===== src/core/dwp_pkg.sv =====
// shared constants and types for the dram wait, precharge and bank-map block
package dwp_pkg;

  ////////////////////////////////////////////////////////////////////////////
  // sizes
  localparam int NRAS     = 4;
  localparam int REFW     = 24;
  localparam int REF_LO_W = 13;
  localparam int REF_HI_W = 11;
  localparam int CNTW     = 3;
  localparam int WCW      = 4;
  localparam int REGAW    = 4;
  localparam int DW       = 32;

  ////////////////////////////////////////////////////////////////////////////
  // timing tables indexed by programming codes, in clk rising edges
  localparam logic [2:0] PRECH_EDGES [4] = '{3'h2, 3'h2, 3'h3, 3'h3};
  localparam logic [2:0] RLOW_EDGES  [4] = '{3'h2, 3'h3, 3'h3, 3'h4};
  localparam logic [2:0] WAIT_EDGES  [4] = '{3'h1, 3'h2, 3'h3, 3'h4};
  localparam logic [3:0] EXT_ONE         = 4'h1;
  localparam logic [3:0] EXT_TWO         = 4'h2;
  localparam logic [CNTW-1:0] CNT_SAT    = 3'h7;

  ////////////////////////////////////////////////////////////////////////////
  // bank configuration codes, c6 c5 c4
  localparam logic [2:0] CFG_ONE_SCRUB  = 3'h0;
  localparam logic [2:0] CFG_TWO_SCRUB  = 3'h1;
  localparam logic [2:0] CFG_FOUR_SCRUB = 3'h2;
  localparam logic [2:0] CFG_ONE        = 3'h3;
  localparam logic [2:0] CFG_TWO        = 3'h5;
  localparam logic [2:0] CFG_ALLCAS     = 3'h6;
  localparam logic [2:0] CFG_FOUR       = 3'h7;

  // programming word latched at mode load
  typedef struct packed {
    logic [1:0] prech_sel;
    logic [1:0] wait_sel;
    logic       wait_half;
    logic       ext_two;
    logic       ack_style;
    logic [2:0] bank_cfg;
    logic       stagger;
  } dwp_prog_t;
  localparam int PROGW = 11;

  ////////////////////////////////////////////////////////////////////////////
  // host register map and fields
  localparam logic [REGAW-1:0] REG_PROG = 4'h0;
  localparam logic [REGAW-1:0] REG_ACC  = 4'h1;
  localparam logic [REGAW-1:0] REG_REFR = 4'h2;
  localparam logic [REGAW-1:0] REG_STAT = 4'h3;
  localparam logic [REGAW-1:0] REG_RCNT = 4'h4;
  localparam int ACC_BANK = 0;
  localparam int ACC_CEN  = 2;
  localparam int ACC_WR   = 6;
  localparam int ACC_EXT  = 7;
  localparam int ACC_BEAT = 9;
  localparam logic [1:0] EXT_OFF   = 2'h0;
  localparam logic [1:0] EXT_ON    = 2'h1;
  localparam logic [1:0] EXT_BY_RD = 2'h2;

endpackage


===== src/core/dwp_if.sv =====
// link between the host end and the dram controller end
`timescale 1ns/100ps
`default_nettype none
interface dwp_if import dwp_pkg::*; (
  input wire logic clk
);
  dwp_prog_t             prog_word;
  logic                  prog_load;
  logic                  access_request;
  logic                  address_strobe_in;
  logic [1:0]            bank_select;
  logic [3:0]            cas_enable_in;
  logic                  wait_extend_in;
  logic                  refresh_req;
  logic                  transfer_ack_out_n;
  logic [NRAS-1:0]       ras_n;
  logic [NRAS-1:0]       cas_n;
  logic                  refresh_busy;
  logic [REFW-1:0]       refresh_count;

  modport dev (
    input  prog_word, prog_load, access_request, address_strobe_in, bank_select,
           cas_enable_in, wait_extend_in, refresh_req,
    output transfer_ack_out_n, ras_n, cas_n, refresh_busy, refresh_count
  );
  modport host (
    output prog_word, prog_load, access_request, address_strobe_in, bank_select,
           cas_enable_in, wait_extend_in, refresh_req,
    input  transfer_ack_out_n, ras_n, cas_n, refresh_busy, refresh_count
  );
endinterface
`default_nettype wire


===== src/core/dwp_device.sv =====
// dram controller end: wait extension, ras precharge, bank mapping, refresh counter
`timescale 1ns/100ps
`default_nettype none
// Behaviour
// wait_extend_in adds one or two rising edges
// extra rising edges precede the falling half
// extension applies to page beats too
// host may hold or vary wait_extend_in
// precharge enforced between accesses and refreshes
// precharge code selects precharge and refresh low
// host holds request through inserted waits
// one independent precharge counter per ras
// count starts at ending edge, ras after
// refresh precharge from access end, ras3 end
// config code, bank, cas enables pick groups
// all-cas mode: enables gate byte cas
// code 110: all cas, one ras
// codes 000, 011: one bank, all lines
// codes 111, 010: four banks, one each
// codes 101, 001: two banks, two each
// host leaves one idle cycle between banks
// pipelining lets several access ras overlap
// cas pulses per column in page mode
// scrubbing systems may hold enables fixed
// stagger plus scrub splits refresh counter
// ack style selects polarity of ready pin
// programming held; counters start satisfied
module dwp_device import dwp_pkg::*; (
  // clock and control
  input  wire logic       clk,
  input  wire logic       rst_n,
  input  wire logic       ce,
  // link to the host
  dwp_if.dev              lnk,
  // user side status
  output logic            test_mode,
  output logic [NRAS-1:0] ras_active
);

  typedef enum logic [1:0] {ST_IDLE, ST_ACC, ST_RLOW} dwp_state_t;

  dwp_state_t      state_q;
  dwp_prog_t       prog_q;
  logic [NRAS-1:0] ras_q;
  logic [NRAS-1:0] cas_q;
  logic [NRAS-1:0] prech_rdy;
  logic [NRAS-1:0] prech_start;
  logic [WCW-1:0]  wcnt_q;
  logic [WCW-1:0]  wtarget;
  logic            rdy_q;
  logic            rdy_half_q;
  logic            rdy_out;
  logic [CNTW-1:0] rcnt_q;
  logic [REFW-1:0] rfc_q;
  logic            cas_any_q;
  logic [7:0]      map;
  logic [NRAS-1:0] ras_sel;
  logic [NRAS-1:0] cas_sel;
  logic            grp_ok;
  logic            all_ok;
  logic            pipe_ok;
  logic            scrub;
  logic            acc_go;
  logic            acc_end;
  logic            pipe_add;
  logic            page_restart;
  logic            page_drop;
  logic            rf_go;
  logic            rf_end;

  ////////////////////////////////////////////////////////////////////////////
  // bank mapping
  // returns {ras group, cas group}
  function automatic logic [7:0] bank_map(input logic [2:0] cfg, input logic [1:0] bank,
                                          input logic [3:0] cen);
    logic [3:0] one;
    logic [3:0] two;
    one = 4'h1 << bank;
    two = bank[0] ? 4'hC : 4'h3;
    case (cfg)
      CFG_ALLCAS:               bank_map = {one, cen};
      CFG_FOUR, CFG_FOUR_SCRUB: bank_map = {one, one & {4{|cen}}};
      CFG_TWO, CFG_TWO_SCRUB:   bank_map = {two, two & cen};
      default:                  bank_map = {4'hF, cen};
    endcase
  endfunction

  // live decode of the current request; enables are whatever the host holds
  assign map     = bank_map(prog_q.bank_cfg, lnk.bank_select, lnk.cas_enable_in);
  assign ras_sel = map[7:4];
  assign cas_sel = map[3:0];
  assign pipe_ok = (prog_q.bank_cfg == CFG_FOUR) || (prog_q.bank_cfg == CFG_FOUR_SCRUB) ||
                   (prog_q.bank_cfg == CFG_TWO) || (prog_q.bank_cfg == CFG_TWO_SCRUB);
  assign scrub   = (prog_q.bank_cfg == CFG_ONE_SCRUB) || (prog_q.bank_cfg == CFG_TWO_SCRUB) ||
                   (prog_q.bank_cfg == CFG_FOUR_SCRUB);
  assign test_mode = scrub & prog_q.stagger;

  ////////////////////////////////////////////////////////////////////////////
  // precharge gating: only the lines about to assert need to be ready
  assign grp_ok = &(prech_rdy | ~ras_sel);
  assign all_ok = &prech_rdy;

  // refresh wins over a waiting access; the access simply keeps waiting
  assign rf_go   = (state_q == ST_IDLE) && lnk.refresh_req && all_ok;
  assign acc_go  = (state_q == ST_IDLE) && !rf_go && lnk.access_request && grp_ok;
  assign acc_end = (state_q == ST_ACC) && !lnk.access_request;
  assign pipe_add = (state_q == ST_ACC) && lnk.access_request && lnk.address_strobe_in &&
                    pipe_ok && grp_ok && ((ras_sel & ~ras_q) != 4'h0);
  assign rf_end  = (state_q == ST_RLOW) &&
                   ({1'b0, rcnt_q} >= ({1'b0, RLOW_EDGES[prog_q.prech_sel]} + {3'h0, prog_q.stagger}));

  // page beats: enables released drops ready, enables back restarts the wait
  assign page_drop    = (state_q == ST_ACC) && lnk.access_request && rdy_q && !(|lnk.cas_enable_in);
  assign page_restart = (state_q == ST_ACC) && lnk.access_request && !cas_any_q &&
                        (|lnk.cas_enable_in);

  ////////////////////////////////////////////////////////////////////////////
  // programming latch, held until the next load
  always_ff @(posedge clk) begin
    if (!rst_n) begin
      prog_q <= '0;
    end else if (ce && lnk.prog_load) begin
      prog_q <= lnk.prog_word;
    end
  end

  ////////////////////////////////////////////////////////////////////////////
  // sequencing state
  always_ff @(posedge clk) begin
    if (!rst_n) begin
      state_q <= ST_IDLE;
    end else if (ce) begin
      case (state_q)
        ST_IDLE: begin
          if (rf_go) begin
            state_q <= ST_RLOW;
          end else if (acc_go) begin
            state_q <= ST_ACC;
          end
        end
        ST_ACC: begin
          if (acc_end) begin
            state_q <= ST_IDLE;
          end
        end
        ST_RLOW: begin
          if (rf_end) begin
            state_q <= ST_IDLE;
          end
        end
        default: state_q <= ST_IDLE;
      endcase
    end
  end

  ////////////////////////////////////////////////////////////////////////////
  // ras drive: access group, pipelined additions, refresh groups
  always_ff @(posedge clk) begin
    if (!rst_n) begin
      ras_q <= '0;
    end else if (ce) begin
      if (rf_go) begin
        ras_q <= prog_q.stagger ? 4'h3 : 4'hF;  // staggered: upper pair one edge later
      end else if (rf_end || acc_end) begin
        ras_q <= '0;
      end else if (state_q == ST_RLOW) begin
        ras_q <= 4'hF;
      end else if (acc_go) begin
        ras_q <= ras_sel;
      end else if (pipe_add) begin
        ras_q <= ras_q | ras_sel;
      end
    end
  end

  // refresh low-time edge count
  always_ff @(posedge clk) begin
    if (!rst_n) begin
      rcnt_q <= '0;
    end else if (ce) begin
      if (rf_go) begin
        rcnt_q <= CNTW'(1);
      end else if (state_q == ST_RLOW && rcnt_q != CNT_SAT) begin
        rcnt_q <= rcnt_q + CNTW'(1);
      end
    end
  end

  ////////////////////////////////////////////////////////////////////////////
  // cas follows the enables each cycle of an access
  always_ff @(posedge clk) begin
    if (!rst_n) begin
      cas_q     <= '0;
      cas_any_q <= 1'b0;
    end else if (ce) begin
      cas_any_q <= |lnk.cas_enable_in;
      if ((state_q == ST_ACC && !acc_end) || acc_go) begin
        cas_q <= cas_sel;
      end else begin
        cas_q <= '0;
      end
    end
  end

  ////////////////////////////////////////////////////////////////////////////
  // precharge counters, one per ras line
  genvar gi;
  generate
    for (gi = 0; gi < NRAS; gi++) begin : g_prech
      assign prech_start[gi] = (acc_end && ras_q[gi]) || rf_end;
      dwp_prech_cnt u_cnt (
        .clk    (clk),
        .rst_n  (rst_n),
        .ce     (ce),
        .start  (prech_start[gi]),
        .target (PRECH_EDGES[prog_q.prech_sel]),
        .ready  (prech_rdy[gi])
      );
    end
  endgenerate

  ////////////////////////////////////////////////////////////////////////////
  // wait edge counter; extension is sampled every edge so the host may vary it
  assign wtarget = {1'b0, WAIT_EDGES[prog_q.wait_sel]} +
                   (lnk.wait_extend_in ? (prog_q.ext_two ? EXT_TWO : EXT_ONE) : 4'h0);

  always_ff @(posedge clk) begin
    if (!rst_n) begin
      wcnt_q <= '0;
      rdy_q  <= 1'b0;
    end else if (ce) begin
      if (acc_go || pipe_add || page_restart) begin
        wcnt_q <= '0;
        rdy_q  <= 1'b0;
      end else if (acc_end || page_drop) begin
        wcnt_q <= '0;
        rdy_q  <= 1'b0;
      end else if (state_q == ST_ACC && !rdy_q) begin
        wcnt_q <= wcnt_q + WCW'(1);
        rdy_q  <= ((wcnt_q + WCW'(1)) >= wtarget);
      end
    end
  end

  // falling-level half: only after the rising-edge count is met
  always_ff @(negedge clk) begin
    if (!rst_n) begin
      rdy_half_q <= 1'b0;
    end else if (ce) begin
      rdy_half_q <= rdy_q;
    end
  end

  assign rdy_out = prog_q.wait_half ? rdy_half_q : rdy_q;

  // idle pin is high in both styles; the host rides this to stretch its request
  assign lnk.transfer_ack_out_n = !lnk.access_request ? 1'b1 :
                                  (prog_q.ack_style ? !rdy_out : rdy_out);

  ////////////////////////////////////////////////////////////////////////////
  // refresh address counter; test mode splits it to shorten test time
  always_ff @(posedge clk) begin
    if (!rst_n) begin
      rfc_q <= '0;
    end else if (ce && rf_end) begin
      if (test_mode) begin
        rfc_q[REF_LO_W-1:0]    <= rfc_q[REF_LO_W-1:0] + REF_LO_W'(1);
        rfc_q[REFW-1:REF_LO_W] <= rfc_q[REFW-1:REF_LO_W] + REF_HI_W'(1);
      end else begin
        rfc_q <= rfc_q + REFW'(1);
      end
    end
  end

  ////////////////////////////////////////////////////////////////////////////
  // outputs, all from flops except the ready pin
  assign lnk.ras_n         = ~ras_q;
  assign lnk.cas_n         = ~cas_q;
  assign lnk.refresh_busy  = (state_q == ST_RLOW);
  assign lnk.refresh_count = rfc_q;
  assign ras_active        = ras_q;

endmodule
`default_nettype wire


===== src/core/dwp_prech_cnt.sv =====
// per-ras precharge edge counter
`timescale 1ns/100ps
`default_nettype none
module dwp_prech_cnt import dwp_pkg::*; (
  // clock and control
  input  wire logic            clk,
  input  wire logic            rst_n,
  input  wire logic            ce,
  // count control
  input  wire logic            start,
  input  wire logic [CNTW-1:0] target,
  // precharge met
  output logic                 ready
);
  logic [CNTW-1:0] cnt_q;

  ////////////////////////////////////////////////////////////////////////////
  // the ending edge is count one; saturates at the target
  always_ff @(posedge clk) begin
    if (!rst_n) begin
      cnt_q <= CNT_SAT;                      // satisfied after reset
    end else if (ce) begin
      if (start) begin
        cnt_q <= CNTW'(1);
      end else if (cnt_q < target) begin
        cnt_q <= cnt_q + CNTW'(1);
      end
    end
  end

  assign ready = (cnt_q >= target);
endmodule
`default_nettype wire


===== src/flat_wrapper.sv =====
// flat-port wrapper written by rule: the top's interface ports become plain ports
module dwp_device_flat import dwp_pkg::*;
  (clk, rst_n, ce, test_mode, ras_active, lnk_prog_word, lnk_prog_load, lnk_access_request, lnk_address_strobe_in, lnk_bank_select, lnk_cas_enable_in, lnk_wait_extend_in, lnk_refresh_req, lnk_transfer_ack_out_n, lnk_ras_n, lnk_cas_n, lnk_refresh_busy, lnk_refresh_count);
  dwp_if lnk_i (.clk(clk));
  input  wire logic clk;
  input  wire logic rst_n;
  input  wire logic ce;
  output logic test_mode;
  output logic [NRAS-1:0] ras_active;
  input wire logic [$bits(lnk_i.prog_word)-1:0] lnk_prog_word;
  input wire logic [$bits(lnk_i.prog_load)-1:0] lnk_prog_load;
  input wire logic [$bits(lnk_i.access_request)-1:0] lnk_access_request;
  input wire logic [$bits(lnk_i.address_strobe_in)-1:0] lnk_address_strobe_in;
  input wire logic [$bits(lnk_i.bank_select)-1:0] lnk_bank_select;
  input wire logic [$bits(lnk_i.cas_enable_in)-1:0] lnk_cas_enable_in;
  input wire logic [$bits(lnk_i.wait_extend_in)-1:0] lnk_wait_extend_in;
  input wire logic [$bits(lnk_i.refresh_req)-1:0] lnk_refresh_req;
  output wire logic [$bits(lnk_i.transfer_ack_out_n)-1:0] lnk_transfer_ack_out_n;
  output wire logic [$bits(lnk_i.ras_n)-1:0] lnk_ras_n;
  output wire logic [$bits(lnk_i.cas_n)-1:0] lnk_cas_n;
  output wire logic [$bits(lnk_i.refresh_busy)-1:0] lnk_refresh_busy;
  output wire logic [$bits(lnk_i.refresh_count)-1:0] lnk_refresh_count;
  assign lnk_i.prog_word = lnk_prog_word;
  assign lnk_i.prog_load = lnk_prog_load;
  assign lnk_i.access_request = lnk_access_request;
  assign lnk_i.address_strobe_in = lnk_address_strobe_in;
  assign lnk_i.bank_select = lnk_bank_select;
  assign lnk_i.cas_enable_in = lnk_cas_enable_in;
  assign lnk_i.wait_extend_in = lnk_wait_extend_in;
  assign lnk_i.refresh_req = lnk_refresh_req;
  assign lnk_transfer_ack_out_n = lnk_i.transfer_ack_out_n;
  assign lnk_ras_n = lnk_i.ras_n;
  assign lnk_cas_n = lnk_i.cas_n;
  assign lnk_refresh_busy = lnk_i.refresh_busy;
  assign lnk_refresh_count = lnk_i.refresh_count;
  dwp_device u_core (.clk(clk), .rst_n(rst_n), .ce(ce), .lnk(lnk_i), .test_mode(test_mode), .ras_active(ras_active));
endmodule

===== config.mk =====
export PLATFORM = sky130hd
export DESIGN_NAME = dwp_device_flat
export DESIGN_NICKNAME = d
export VERILOG_FILES = /design/src/core/dwp_pkg.sv /design/src/core/dwp_if.sv /design/src/core/dwp_device.sv /design/src/core/dwp_prech_cnt.sv /design/src/flat_wrapper.sv
export SDC_FILE = /design/constraint.sdc
export NUM_CORES = 1
export LEC_CHECK = 0
export BUFFER_PORTS_ARGS = -buffer_cell sky130_fd_sc_hd__buf_2
export CAP_MARGIN = 20
export CORE_ASPECT_RATIO = 1.4
export CORE_MARGIN = 2
export CORE_UTILIZATION = 60
export CTS_CLUSTER_SIZE = 20
export DETAILED_ROUTE_END_ITERATION = 16
export PLACE_DENSITY = 0.9
export SLEW_MARGIN = 20
export SYNTH_ARGS = -nofsm -noshare
export SYNTH_HDL_FRONTEND = slang
export SYNTH_SLANG_ARGS = --single-unit

===== constraint.sdc =====
create_clock -name clk -period 7.3 [get_ports clk]
set_input_delay 0.73 -clock clk [delete_from_list [all_inputs] [get_ports clk]]
set_output_delay 0.73 -clock clk [all_outputs]
set_load 0.03 [all_outputs]

Yosys cells after proc, flatten, opt, wreduce, memory -nomap -nowiden
Index checks and enable logic that the tools add are counted.
{"block": "totals", "ff_bits": 67, "wordCells": 180, "out_inout_bits": 39, "input_bits": 25}
{"block": "op_classes", "order_cmp": 12, "n_addsub": 11, "eq_ne": 11, "muxes": 45, "shift": 1, "bitwise_logic": 11, "reduce_logical": 69}
{"operator": "$mux 3", "n": 16}
{"operator": "$mux 4", "n": 12}
{"operator": "$logic_and 1x1->1", "n": 25}
{"operator": "$add 24x1->24 const B", "n": 1}
{"operator": "$mux 24", "n": 1}
{"operator": "$pmux 8 s3", "n": 1}
{"operator": "$bmux 3 s2", "n": 3}
{"operator": "$add 3x1->3 const B", "n": 5}
{"operator": "$logic_or 1x1->1", "n": 14}
{"operator": "$reduce_and 2->1", "n": 7}
{"operator": "$add 13x1->13 const B", "n": 1}
{"operator": "$and 4x4->4", "n": 3}
{"operator": "$ge 3x3->1", "n": 4}
{"operator": "$lt 3x3->1", "n": 4}
{"operator": "$not 4->4", "n": 3}
{"operator": "$reduce_and 4->1", "n": 3}
{"operator": "$add 11x1->11 const B", "n": 1}
{"operator": "$mux 2", "n": 5}
{"operator": "$reduce_bool 2->1", "n": 5}
{"operator": "$eq 3x3->1 const B", "n": 3}
{"operator": "$or 4x4->4", "n": 2}
{"operator": "$logic_not 1->1", "n": 7}
{"operator": "$ge 3x3->1 const B", "n": 2}
{"operator": "$mux 1", "n": 6}
{"operator": "23 further kinds", "n": 26}

Depth between registers and ports, before layout
{"block": "logic_depth", "word_depth": 15, "depth_mapped": 12}

Hierarchy
Synthesis repeated with hierarchy kept, for this count alone.
{"block": "hier_totals", "hier_cells": 535, "area_unflattened_um2": 4356.7}
{"module": "dwp_device", "instances": 1, "cells_per_inst": 427, "seq_area_each_um2": 1101.1, "area_each_um2": 3420.8}
{"module": "dwp_prech_cnt", "instances": 4, "cells_per_inst": 27, "seq_area_each_um2": 60.1, "area_each_um2": 234.0}

==> impl_results.md <==
- Non-Filler Instances: roughly 630
- Reg2reg setup slack: ~3 ns
- Slew @ Worst Pin: ~0.70 ns
- Hold_sp: u_core.prog_q[4]
- Yosys Warn Count: 0
- Leak Pwr: 1.96 nW
- Largest net degree at the start of global routing: 48
- Syn Area/Cell: approximately 8 sq um
- Routability congestion estimate: 0.911
- Slowest cell on the critical path: dfxtp_1
- CP max stage delay: ~0.31 ns
- Drt drc: 0
- Clk buf depth: 2
- Vias in the first global route: roughly 3.7k
- Post-Route WL: around 9600 um
- Pint: about 0.6 mW
- Psw: around 0.24 mW
- Library cells used by synthesis: between 50 and 60
- Wire per inst: around 15 um
- Status: completed
- Io pins: 64
- Worst r2r src: u_core.rdy_q
- Total chip power: between 0.8 and 0.9 mW
- Post-synth top flop: dfxtp_1
- Worst EP arrival: 4.93 ns
- PwrDens: between 150 and 200 nW/um^2
- FFs w/ async S/R, synth: 0
- Die X: 72.6 um
- Hold Path Sink: u_core.prog_q[4]
- Worst slew margin relative to its limit: 0.528
- H-Tree Depth: 3
- Clock Power Share: 0.384
- Netlist Area Pre-Place: 3950 sq um
- Hold Crit Depth: 2
- Mapped Cells: between 400 and 500
- Initial Utilization: 0.609
- Core area: 6480 sq um
- IO Port Bufs: 63
- Row count: 35
- Post-route cell area: around 4500 sq um
- First drt pass iteration count: 5
- Register area share after synthesis: 0.340
- Post-synth EDFFs: 0
- Initial drt markers: 288
- Yosys top cell area share: 0.340
- Die area: 7260 sq um
- Clock net sink count: 67
- RSZ-0062 raised after global routing: no
- Chip Height: ~100 um
- Detail Placement HPWL: between 7000 and 8000 um
- CTS tree: yes
- Max-cap violation count: 0
- Setup crit end kind: output pin
- Kind of critical path: flop to output pin
- # setup viols final: 0
- Clk_lat worst skew: ~0.39 ns
- Share of cells above drive strength 1: 0.152
- Via count: ~3.8k
- Final hold viol count: 0
- Global-route wire length before repair: about 16000 um
- Mapped Nets: approximately 550
- CP startpoint kind: flop
- Setup TNS: 0 ns
- Reg-to-Reg End: u_core.rdy_half_q
- Final count of pins violating max slew: 0
- Filler instances: approximately 560
- Synth area leaders: dfxtp_1, ha_1, nand2_1
- Comb pwr share: 0.144
- CTS clk-pin slew, worst paths: roughly 0.07 ns
- Number of post-CTS setup repair buffers: 0
- Crit path cell chain: mux2i_1, xor2_1, nand2_1, buf_2
- Worst r2r path cells: 2
- Placed cell count: around 600
- CTS buffer count: 9
- Layout area overhead: 13.6%
- CP bufs+invs: 1
- Sequential share of power: 0.472
- Post-synthesis register bit count: 67
- Antenna Nets Post-Route: 0
- Initial antenna violation count: 0
- # hold bufs at CTS: 0
- Critical Path Fanout Max: 2
- Crit path max-delay family: flip-flops
- Sw frac: 0.289
- Final core occ: 0.692
- Worst Path Required: roughly 6.6 ns
- Peak supply drop: 0.126 mV
- Nets@finish: between 600 and 700
- Clock Skew: a little under 0.04 ns
- CTS resizes: 0
- Post-synth top area cell: dfxtp_1
- Ant. Diodes: 0
- Total GRT Usage: 0.280
- Global route overflow: 0
- Clock Tree Root: clkbuf_8
- Worst hold path type: flop to flop
- Vias/cell: roughly 6.0
- DP Area: 4280 sq um
## layout by cell type, fill, tap and decap left out, types with 3 or more instances in the layout
cell and n:
buf_2 63, nor3_1 10, ha_1 28, o311a_1 3, a211oi_1 8, o21ai_0 22, o311ai_0 5, clkbuf_8 10
mux2i_1 4, nand2b_1 10, or3_1 8, nand4_1 10, nand3_1 14, and3_1 4, inv_1 42, a22o_1 6
xnor2_1 16, nor2_1 45, and2_1 4, o31ai_1 4, a21o_1 5, nand2_1 60, xor2_1 12, a21oi_1 44
dfxtp_1 67, nor2b_1 4, nor4_1 3, o21ai_1 3
## synth_stat cells (all sizes together), types with 5 or more instances
cell,n
xnor2,16
inv,42
clkbuf,13
nor2,45
o311ai,5
o21ai,25
ha,28
nor3,11
dfxtp,67
a21o,5
xor2,12
nand2,60
nand3,14
a21oi,44
a22o,6
nand4,10
or3,8
a211oi,9
nand2b,10
and3,5
## flip-flops by register name (all words and copies together) (netlist names)
| register | count |
|---|---|
| u_core.cas_q | 4 |
| u_core.prog_q | 11 |
| u_core.rdy_q | 1 |
| u_core.wcnt_q | 4 |
| u_core.state_q | 2 |
| u_core.cas_any_q | 1 |
| u_core.g_prech.u_cnt.cnt_q | 12 |
| u_core.lnk.refresh_count | 24 |
| u_core.ras_active | 4 |
| u_core.rcnt_q | 3 |
| u_core.rdy_half_q | 1 |
## routing by layer
layer  up-vias  global-route usage  wire length, um  share of wire
met1      1752               0.305             3790           0.39
met4         0               0.170              331          0.034
met2       145               0.498             5060           0.52
li1       1862                   -                -              -
met3        36              0.0432              468          0.049
met5         -                   0                0              0
## tightest hold or removal path: cells and delay by family (launching register included)
| family | cells | cell delay [ns] |
|---|---|---|
| compound gates | 1 | 0.05 |
| simple gates | 1 | 0.06 |
| flops | 1 | 0.32 |
## logic make-up after synthesis
family                     Yosys count  synth area share
xor gates and xnor gates            28            0.0621
muxes                                4            0.0101
AOI/OAI and AO/OA                  123             0.204
DFF                                 67             0.340
adders and majority gates           30            0.0988
buffers and inverters               58            0.0608
and+or+nand+nor                    184             0.225
## worst max-delay path by stage
stage / depth (start not counted) / startpoint / slack [ns] / end
6_report: 4 / u_core.rdy_half_q / 1.64 / lnk_transfer_ack_out_n
3_3_place_gp: 4 / u_core.rdy_half_q / 2.07 / lnk_transfer_ack_out_n
2_1_floorplan: 3 / u_core.rdy_half_q / 2.14 / lnk_transfer_ack_out_n
4_1_cts: 4 / u_core.rdy_half_q / 1.62 / lnk_transfer_ack_out_n
3_5_place_dp: 4 / u_core.rdy_half_q / 2.02 / lnk_transfer_ack_out_n
5_1_grt: 4 / u_core.rdy_half_q / 1.55 / lnk_transfer_ack_out_n
## cell type report
class,count,area (sq um),area share
flip-flops and latches,67,1340,0.299
well taps,74,92.6,0.0206
clock inverters,6,66.3,0.0148
repair buffers,64,323,0.0719
clock buffers,11,141,0.0315
multi-input cells,369,2370,0.528
inverters,41,154,0.0343
## power by group through the flow
stage | Sequential [mW] | Combinational [mW] | Clock, mW
2_1_floorplan | 0.398 | 0.0820 | 0.00171
3_3_place_gp | 0.397 | 0.114 | 0.00171
5_1_grt | 0.391 | 0.132 | 0.335
6_report | 0.390 | 0.119 | 0.317
4_1_cts | 0.389 | 0.118 | 0.320
3_5_place_dp | 0.398 | 0.118 | 0.00171
## stage by stage
stage	hold slack, ns	setup WS [ns]
after floorplan	0.442	2.14
final	0.474	1.64
after detailed placement	0.466	2.02
after CTS	0.476	1.62
after global placement	0.463	2.07
after global routing	0.500	1.55
Power figures use the tool's default switching activity.
